**config.mk**
```make
export PLATFORM = sky130hd
export DESIGN_NAME = bms_block_move
export DESIGN_NICKNAME = d
export VERILOG_FILES = /design/src/rtl/bms_pkg.sv /design/src/rtl/bms_block_move.sv /design/src/rtl/bms_fifo.sv
export VERILOG_INCLUDE_DIRS = /design/src /design/src/rtl
export SDC_FILE = /design/constraint.sdc
export NUM_CORES = 1
export LEC_CHECK = 0
export BUFFER_PORTS_ARGS = -buffer_cell sky130_fd_sc_hd__buf_2
export CAP_MARGIN = 10
export CORE_MARGIN = 8
export CORE_UTILIZATION = 32
export DETAILED_ROUTE_END_ITERATION = 10
export MAX_ROUTING_LAYER = met4
export PLACE_DENSITY = 0.59
export SLEW_MARGIN = 30
export SYNTH_ARGS = -nofsm -noshare
export SYNTH_HDL_FRONTEND = slang
export SYNTH_SLANG_ARGS = --single-unit
```
**constraint.sdc**
```tcl
create_clock -name CLOCK -period 2.5 [get_ports CLOCK]
set_input_delay 0.5 -clock CLOCK [delete_from_list [all_inputs] [get_ports CLOCK]]
set_output_delay 0.5 -clock CLOCK [all_outputs]
set_load 0.05 [all_outputs]
```
**src/rtl/bms_regs.svh**
```systemverilog
`ifndef BMS_REGS_SVH
`define BMS_REGS_SVH
`define BMS_SETUP_STATES 4'h8
`define BMS_BYTE_STATES 4'h4
`define BMS_RD_STATES 4'h2
`define BMS_PTR_RST 16'h0000
`define BMS_CNT_RST 16'h0000
`endif

```
**src/rtl/bms_pkg.sv**
```systemverilog
package bms_pkg;
  typedef enum logic [2:0] {
    BMS_IDLE = 3'b000,
    BMS_SETUP = 3'b001,
    BMS_READ = 3'b010,
    BMS_WRITE = 3'b011,
    BMS_DONE = 3'b100
  } bms_state_e;
endpackage : bms_pkg

```
**src/rtl/bms_block_move.sv**
```systemverilog
`timescale 1ns/10ps
`include "bms_regs.svh"
module bms_block_move
  import bms_pkg::*;
#(
  parameter int FIFO_DEPTH = 16
) (
  // clock and reset
  input wire logic CLOCK,
  input wire logic RST_N,
  // decoder request
  input wire logic START,
  input wire logic WORD_FORM,
  input wire logic [15:0] COUNT_IN,
  input wire logic [15:0] SRC_IN,
  input wire logic [15:0] DST_IN,
  // move status
  output logic BUSY,
  output logic DONE,
  // live registers
  output logic [15:0] COUNT_WORD_REG,
  output logic [15:0] SOURCE_POINTER_REG,
  output logic [15:0] DEST_POINTER_REG,
  // memory bus
  output logic MEM_RD,
  output logic MEM_WR,
  output logic [15:0] MEM_ADDR,
  output logic [7:0] MEM_WDATA,
  // memory read data
  input wire logic [7:0] MEM_RDATA
);
  // ----------------------------------------------------------------
  // timing outline
  // ----------------------------------------------------------------
  // start edge loads form, count and pointers
  // seven fixed states before the first byte
  // zero count: straight to the end state, no bus cycle
  // per byte: read strobe, data into buffer,
  // write set up, write strobe with pointer and count step
  // end state: done for one state, busy drops with it
  // start while busy: ignored, nothing reports it

  // ----------------------------------------------------------------
  // sequencer state
  // ----------------------------------------------------------------
  typedef struct packed {
    // sequencing
    bms_state_e state;
    logic word;
    logic [3:0] tick;
    // working registers
    logic [15:0] cnt;
    logic [15:0] src;
    logic [15:0] dst;
    // status and bus strobes
    logic busy;
    logic done;
    logic rd;
    logic wr;
    // bus address and write byte
    logic [15:0] addr;
    logic [7:0] wdata;
  } bms_ctl_s;
  bms_ctl_s st_ff, nxt_st;
  // buffer handshakes
  logic f_in_valid, f_in_ready, f_out_valid, f_out_ready;
  logic [7:0] f_out_data;
  // last byte of the move
  logic last;

  // ----------------------------------------------------------------
  // read data buffer
  // ----------------------------------------------------------------
  // data buffer between read and write phases
  bms_fifo #(.WIDTH(8), .DEPTH(FIFO_DEPTH)) u_fifo (
    .clk(CLOCK),
    .rst_n(RST_N),
    .in_valid(f_in_valid),
    .in_data(MEM_RDATA),
    .in_ready(f_in_ready),
    .out_valid(f_out_valid),
    .out_data(f_out_data),
    .out_ready(f_out_ready)
  );

  // ----------------------------------------------------------------
  // buffer handshakes and last byte
  // ----------------------------------------------------------------
  // read data captured on final read state
  assign f_in_valid = (st_ff.state == BMS_READ) && (st_ff.tick == `BMS_RD_STATES - 4'h1);
  assign f_out_ready = (st_ff.state == BMS_WRITE) && (st_ff.tick == 4'h0);
  // count reaches zero after this byte
  // byte form looks at the low count byte only
  assign last = st_ff.word ? (st_ff.cnt == 16'h0001) : (st_ff.cnt[7:0] == 8'h01);

  // ----------------------------------------------------------------
  // next state logic
  // ----------------------------------------------------------------
  // strobes default low, so each lasts one state
  // sequencer
  always_comb begin
    nxt_st = st_ff;
    nxt_st.done = 1'b0;
    nxt_st.rd = 1'b0;
    nxt_st.wr = 1'b0;
    case (st_ff.state)
      BMS_IDLE: begin
        // new move taken only while idle
        if (START) begin
          nxt_st.word = WORD_FORM;
          nxt_st.cnt = COUNT_IN;
          nxt_st.src = SRC_IN;
          nxt_st.dst = DST_IN;
          nxt_st.busy = 1'b1;
          nxt_st.tick = 4'h1;
          nxt_st.state = BMS_SETUP;
        end
      end
      BMS_SETUP: begin
        // fixed overhead states
        nxt_st.tick = st_ff.tick + 4'h1;
        if (st_ff.tick == `BMS_SETUP_STATES - 4'h1) begin
          nxt_st.tick = 4'h0;
          // zero count skips the copy entirely
          if (st_ff.word ? (st_ff.cnt == 16'h0000) : (st_ff.cnt[7:0] == 8'h00)) begin
            nxt_st.state = BMS_DONE;
          end else begin
            nxt_st.state = BMS_READ;
            nxt_st.rd = 1'b1;
            nxt_st.addr = st_ff.src;
          end
        end
      end
      BMS_READ: begin
        // strobe went out on entry, wait for the data
        nxt_st.tick = st_ff.tick + 4'h1;
        if (st_ff.tick == `BMS_RD_STATES - 4'h1) begin
          // stall while buffer cannot take the byte
          if (f_in_ready) begin
            // byte buffered, step source
            nxt_st.src = st_ff.src + 16'h0001;
            nxt_st.tick = 4'h0;
            nxt_st.state = BMS_WRITE;
          end else begin
            nxt_st.tick = st_ff.tick;
          end
        end
      end
      BMS_WRITE: begin
        nxt_st.tick = st_ff.tick + 4'h1;
        // first write state: drive the buffered byte out
        if (st_ff.tick == 4'h0) begin
          if (f_out_valid) begin
            nxt_st.wr = 1'b1;
            nxt_st.addr = st_ff.dst;
            nxt_st.wdata = f_out_data;
          end else begin
            // hold until the buffer shows a byte
            nxt_st.tick = st_ff.tick;
          end
        end
        // last write state: step destination and count
        if (st_ff.tick == `BMS_BYTE_STATES - `BMS_RD_STATES - 4'h1) begin
          nxt_st.dst = st_ff.dst + 16'h0001;
          nxt_st.tick = 4'h0;
          // count form decides which bits step
          if (st_ff.word) nxt_st.cnt = st_ff.cnt - 16'h0001;
          else nxt_st.cnt = {st_ff.cnt[15:8], st_ff.cnt[7:0] - 8'h01};
          if (last) begin
            nxt_st.state = BMS_DONE;
          end else begin
            nxt_st.state = BMS_READ;
            nxt_st.rd = 1'b1;
            nxt_st.addr = st_ff.src;
          end
        end
      end
      BMS_DONE: begin
        // end pulse, busy drops with it
        nxt_st.busy = 1'b0;
        nxt_st.done = 1'b1;
        nxt_st.state = BMS_IDLE;
      end
      // unused codes fall back to idle
      default: nxt_st.state = BMS_IDLE;
    endcase
  end

  // ----------------------------------------------------------------
  // state register
  // ----------------------------------------------------------------
  // whole state registered in one place
  always_ff @(posedge CLOCK or negedge RST_N) begin
    if (!RST_N) begin
      // pointers and count clear on reset
      st_ff <= '0;
      st_ff.state <= BMS_IDLE;
      st_ff.cnt <= `BMS_CNT_RST;
      st_ff.src <= `BMS_PTR_RST;
      st_ff.dst <= `BMS_PTR_RST;
    end else begin
      st_ff <= nxt_st;
    end
  end

  // ----------------------------------------------------------------
  // registered outputs
  // ----------------------------------------------------------------
  // outputs from flops
  assign BUSY = st_ff.busy;
  assign DONE = st_ff.done;
  // live registers
  assign COUNT_WORD_REG = st_ff.cnt;
  assign SOURCE_POINTER_REG = st_ff.src;
  assign DEST_POINTER_REG = st_ff.dst;
  // memory bus
  assign MEM_RD = st_ff.rd;
  assign MEM_WR = st_ff.wr;
  assign MEM_ADDR = st_ff.addr;
  assign MEM_WDATA = st_ff.wdata;
endmodule : bms_block_move

```
**src/rtl/bms_fifo.sv**
```systemverilog
`timescale 1ns/10ps
module bms_fifo #(
  parameter int WIDTH = 8,
  parameter int DEPTH = 16
) (
  // clock and reset
  input wire logic clk,
  input wire logic rst_n,
  // fill side
  input wire logic in_valid,
  input wire logic [WIDTH-1:0] in_data,
  output logic in_ready,
  // drain side
  output logic out_valid,
  output logic [WIDTH-1:0] out_data,
  input wire logic out_ready
);
  localparam int AW = $clog2(DEPTH);
  typedef struct packed {
    logic [AW:0] wp;
    logic [AW:0] rp;
  } bms_fifo_s;
  bms_fifo_s st_ff, nxt_st;
  logic [WIDTH-1:0] mem [DEPTH];
  logic full, empty;

  // flags from pointers
  assign empty = (st_ff.wp == st_ff.rp);
  assign full = (st_ff.wp[AW] != st_ff.rp[AW]) && (st_ff.wp[AW-1:0] == st_ff.rp[AW-1:0]);
  assign in_ready = !full;
  assign out_valid = !empty;
  assign out_data = mem[st_ff.rp[AW-1:0]];

  // pointer update
  always_comb begin
    nxt_st = st_ff;
    if (in_valid && !full) nxt_st.wp = st_ff.wp + 1'b1;
    if (out_ready && !empty) nxt_st.rp = st_ff.rp + 1'b1;
  end

  // storage write
  always_ff @(posedge clk) begin
    if (in_valid && !full) mem[st_ff.wp[AW-1:0]] <= in_data;
  end

  // state register
  always_ff @(posedge clk or negedge rst_n) begin
    if (!rst_n) st_ff <= '0;
    else st_ff <= nxt_st;
  end
endmodule : bms_fifo

```
==> impl_results.md <==
- Status: completed
- DP HPWL: 20.3 mm
- CP Capture Type: flop
- Die ar.: 40300 sq um
- Setup violators final: 0
- Synth Area in Adders: 1.37%
- Slew HR: 53.7%
- Min Tclk post-route: 2.36 ns
- Largest family of logic cells by synthesized area: compound AO/OA/AOI/OAI gates
- Leakage power: 5.03 nW
- Yosys warns: 0
- Iteration-0 DRC Markers: 546
- Hold Path Origin: WORD_FORM
- Max clock buf depth: 3
- CP startpoint: st_ff[77]
- Setup Skew: 0.0125 ns
- Final Hold Vio Count: 0
- Via count: 7406
- DRC errors left: 0
- TritonRoute pass-1 iters: 5
- Post-Syn Area per Cell: 12.7 sq um
- WS Path Type: flop to flop
- Async set or reset register ratio after synthesis: 42.3%
- Vias per Instance: 5.16
- Post-route cell area: 12800 sq um
- Distinct cells, synth: 74
- Critical Path AT: 2.58 ns
- Sequential element share of the synthesized area: 56.7%
- Grt met2 use: 21.5%
- Layout cell share with drive strength beyond 1: 31.0%
- First-pass GRT wire length: 44.7 mm
- Fmax: 423 MHz
- RR Startpoint: st_ff[77]
- Clock Pin Slew Worst Setup and Hold Paths: 0.06 ns
- # port buffers: 135
- Die height: 201 um
- Synthesized Nets: 936
- Met1 Use GR: 18.7%
- Initial antenna violation count: 2
- Skew-Pair Late Insertion Delay: 0.51 ns
- CP Max Fanout: 14
- Simple logic cell fraction of the synthesized area: 9.87%
- Worst-Margin Slew: 0.692 ns
- DP Cell Count: 1384
- Multiplexer share of the synthesized area: 10.6%
- Total global routing overflow: 0
- Finished Layout Cells: 1434
- Critical Path RT: 2.72 ns
- P&R area growth vs syn: 16.7%
- Fillers: 3178
- Pins over their slew limit: 0
- Starting Density: 32.5%
- RSZ-0062 raised after global routing: false
- Max Cap Viol: 0
- CORE AREA: 33600 sq um
- Crit start category: flop
- Hold WS: 0.223 ns
- Post-Synth XOR/XNOR Area: 1.12%
- Setup TNS: 0 ns
- CTS H-Tree Depth: 1
- Synth Flop Type: edfxtp_1
- Gate Count Post-Synth: 864
- Row count: 67
- Hold Crit Class: input port to flop
- CTS Buf Count: 24
- Number of synthesized flops with an enable pin: 128
- Compound-cell area share of the yosys netlist: 12.8%
- Crit share post-route: 94.5%
- Die X: 201 um
- Grt met3 use: 2.79%
- Post-Syn Area: 10900 sq um
- Largest net degree at the start of global routing: 44
- Routed WL: 28.1 mm
- GR peak layer: met2
- #FFs+latches synth: 222
- Remaining antenna violation count: 0
- GPL Wtd Cong: 0.869
- TritonCTS clock tree: built
- All-Layer GR Usage: 13.9%
- Power density over the cells: 1240 nW/um^2
- CTS root buf: clkbuf_16
- DR WL/cell: 19.6 um
- Placed Area: 11900 sq um
- I/O Pins: 136
- Maximum vdd drop: 0.000603 V
- Num Clock Sinks: 222
- Nets: 1039
- Finished Core Util: 38.0%
- Vias in the first global route: 7568
==> logic make-up after synthesis <==
group / count (synthesis)
AOI/OAI and AO/OA: 208
xor gates and xnor gates: 14
adders and majority gates: 12
buffers and inverters: 138
DFF: 222
muxes: 65
and+or+nand+nor: 205
==> flip-flops by register name, indices dropped and copies added (netlist names) <==
register,cells
BUSY,1
COUNT_WORD_REG,16
DEST_POINTER_REG,16
DONE,1
MEM_ADDR,16
MEM_RD,1
MEM_WDATA,8
MEM_WR,1
SOURCE_POINTER_REG,16
st_ff,8
u_fifo.mem,128
u_fifo.st_ff,10
==> cell usage after synthesis (5+ instances only) <==
library cell	count	area (sq um)
dfrtp_1	94	2350
o22a_1	6	52.6
nor2_1	37	139
nor3_1	22	110
mux4_2	40	901
nand4_1	7	43.8
o21ai_0	54	270
edfxtp_1	128	3840
ha_1	12	150
mux2_2	9	101
a2bb2oi_1	5	43.8
and3_1	24	150
buf_2	12	60.1
o22ai_1	7	43.8
a22o_1	8	70.1
a31oi_1	19	119
o211ai_1	17	128
o2bb2ai_1	7	61.3
nand3_1	34	170
mux2i_1	16	160
xor2_1	5	43.8
inv_1	15	56.3
and2_1	6	37.5
clkbuf_1	34	128
nand2_1	41	154
nor4_1	5	31.3
xnor2_1	9	78.8
a21oi_1	45	225
buf_4	72	541
==> layout by cell type (no fill, tap or decap), drive strengths merged, types with 12 or more instances in the layout <==
| master | synthesis | layout |
|---|---|---|
| a31oi | 21 | 21 |
| ha | 12 | 12 |
| mux4 | 40 | 40 |
| nand3 | 34 | 34 |
| o21ai | 55 | 55 |
| dfrtp | 94 | 94 |
| and3 | 25 | 25 |
| clkbuf | 35 | 28 |
| mux2i | 16 | 16 |
| buf | 87 | 197 |
| nand2 | 41 | 41 |
| nor3 | 23 | 23 |
| a21oi | 45 | 45 |
| edfxtp | 128 | 128 |
| inv | 16 | 16 |
| o211ai | 17 | 17 |
| nor2 | 38 | 38 |
==> metrics by stage <==
step                      power, mW  setup WS, ns
after global placement         12.4        0.0644
after CTS                      16.0         0.126
after floorplan                11.1        0.0567
after global routing           16.7       0.00815
after detailed placement       12.5       0.00857
final                          15.9         0.138
==> cell type report <==
cell class,instances,area [sq um],area share [%]
Clock buffer,27,633,4.96
Clock inverter,16,119,0.932
Antenna cell,2,5.00,0.0392
Multi-Input combinational cell,504,3950,31.0
Sequential cell,222,6200,48.6
Inverter,16,60.1,0.471
Timing Repair Buffer,199,1230,9.66
Tap cell,448,561,4.39
==> critical path, cell delays in order (launching register included) <==
cell,delay (ns)
dfrtp_1,0.39
inv_1,0.10
ha_1,0.19
or3b_1,0.43
a211oi_4,0.30
buf_4,0.17
clkbuf_16,0.16
and3_1,0.15
buf_4,0.17
==> power by group <==
group / internal (mW) / switching (mW) / total, mW
Clock: 1.93 / 1.46 / 3.39
Sequential: 4.54 / 0.888 / 5.43
Combinational: 2.44 / 4.60 / 7.05
Total: 8.91 / 6.95 / 15.9
==> final timing paths <==
check | slack [ns] | cells after the start | endpoint
hold reg to reg | 0.50 | 1 | MEM_WDATA[4]
min in group asynchronous | 0.49 | 2 | MEM_WDATA[2]
max in group asynchronous | 1.30 | 3 | SOURCE_POINTER_REG[1]
hold / removal | 0.22 | 3 | st_ff[80]
setup reg to reg | 0.14 | 8 | u_fifo.mem[7][5]
setup / recovery | 0.14 | 8 | u_fifo.mem[7][5]
==> timing repair <==
item,CTS,global route
endpoints found under the setup margin,1,14
pin swaps,1,1
hold buffers,1,0
endpoints found under the hold margin,30,0
cloned,0,1
setup buffers,2,1
gates resized for setup,0,4
==> per-layer routing <==
metal	up-vias	share of wire [%]
li1	3481	-
met3	32	7.0
met1	3659	45
met2	234	47
met4	0	1.7
met5	-	0
Power figures use the tool's default switching activity.
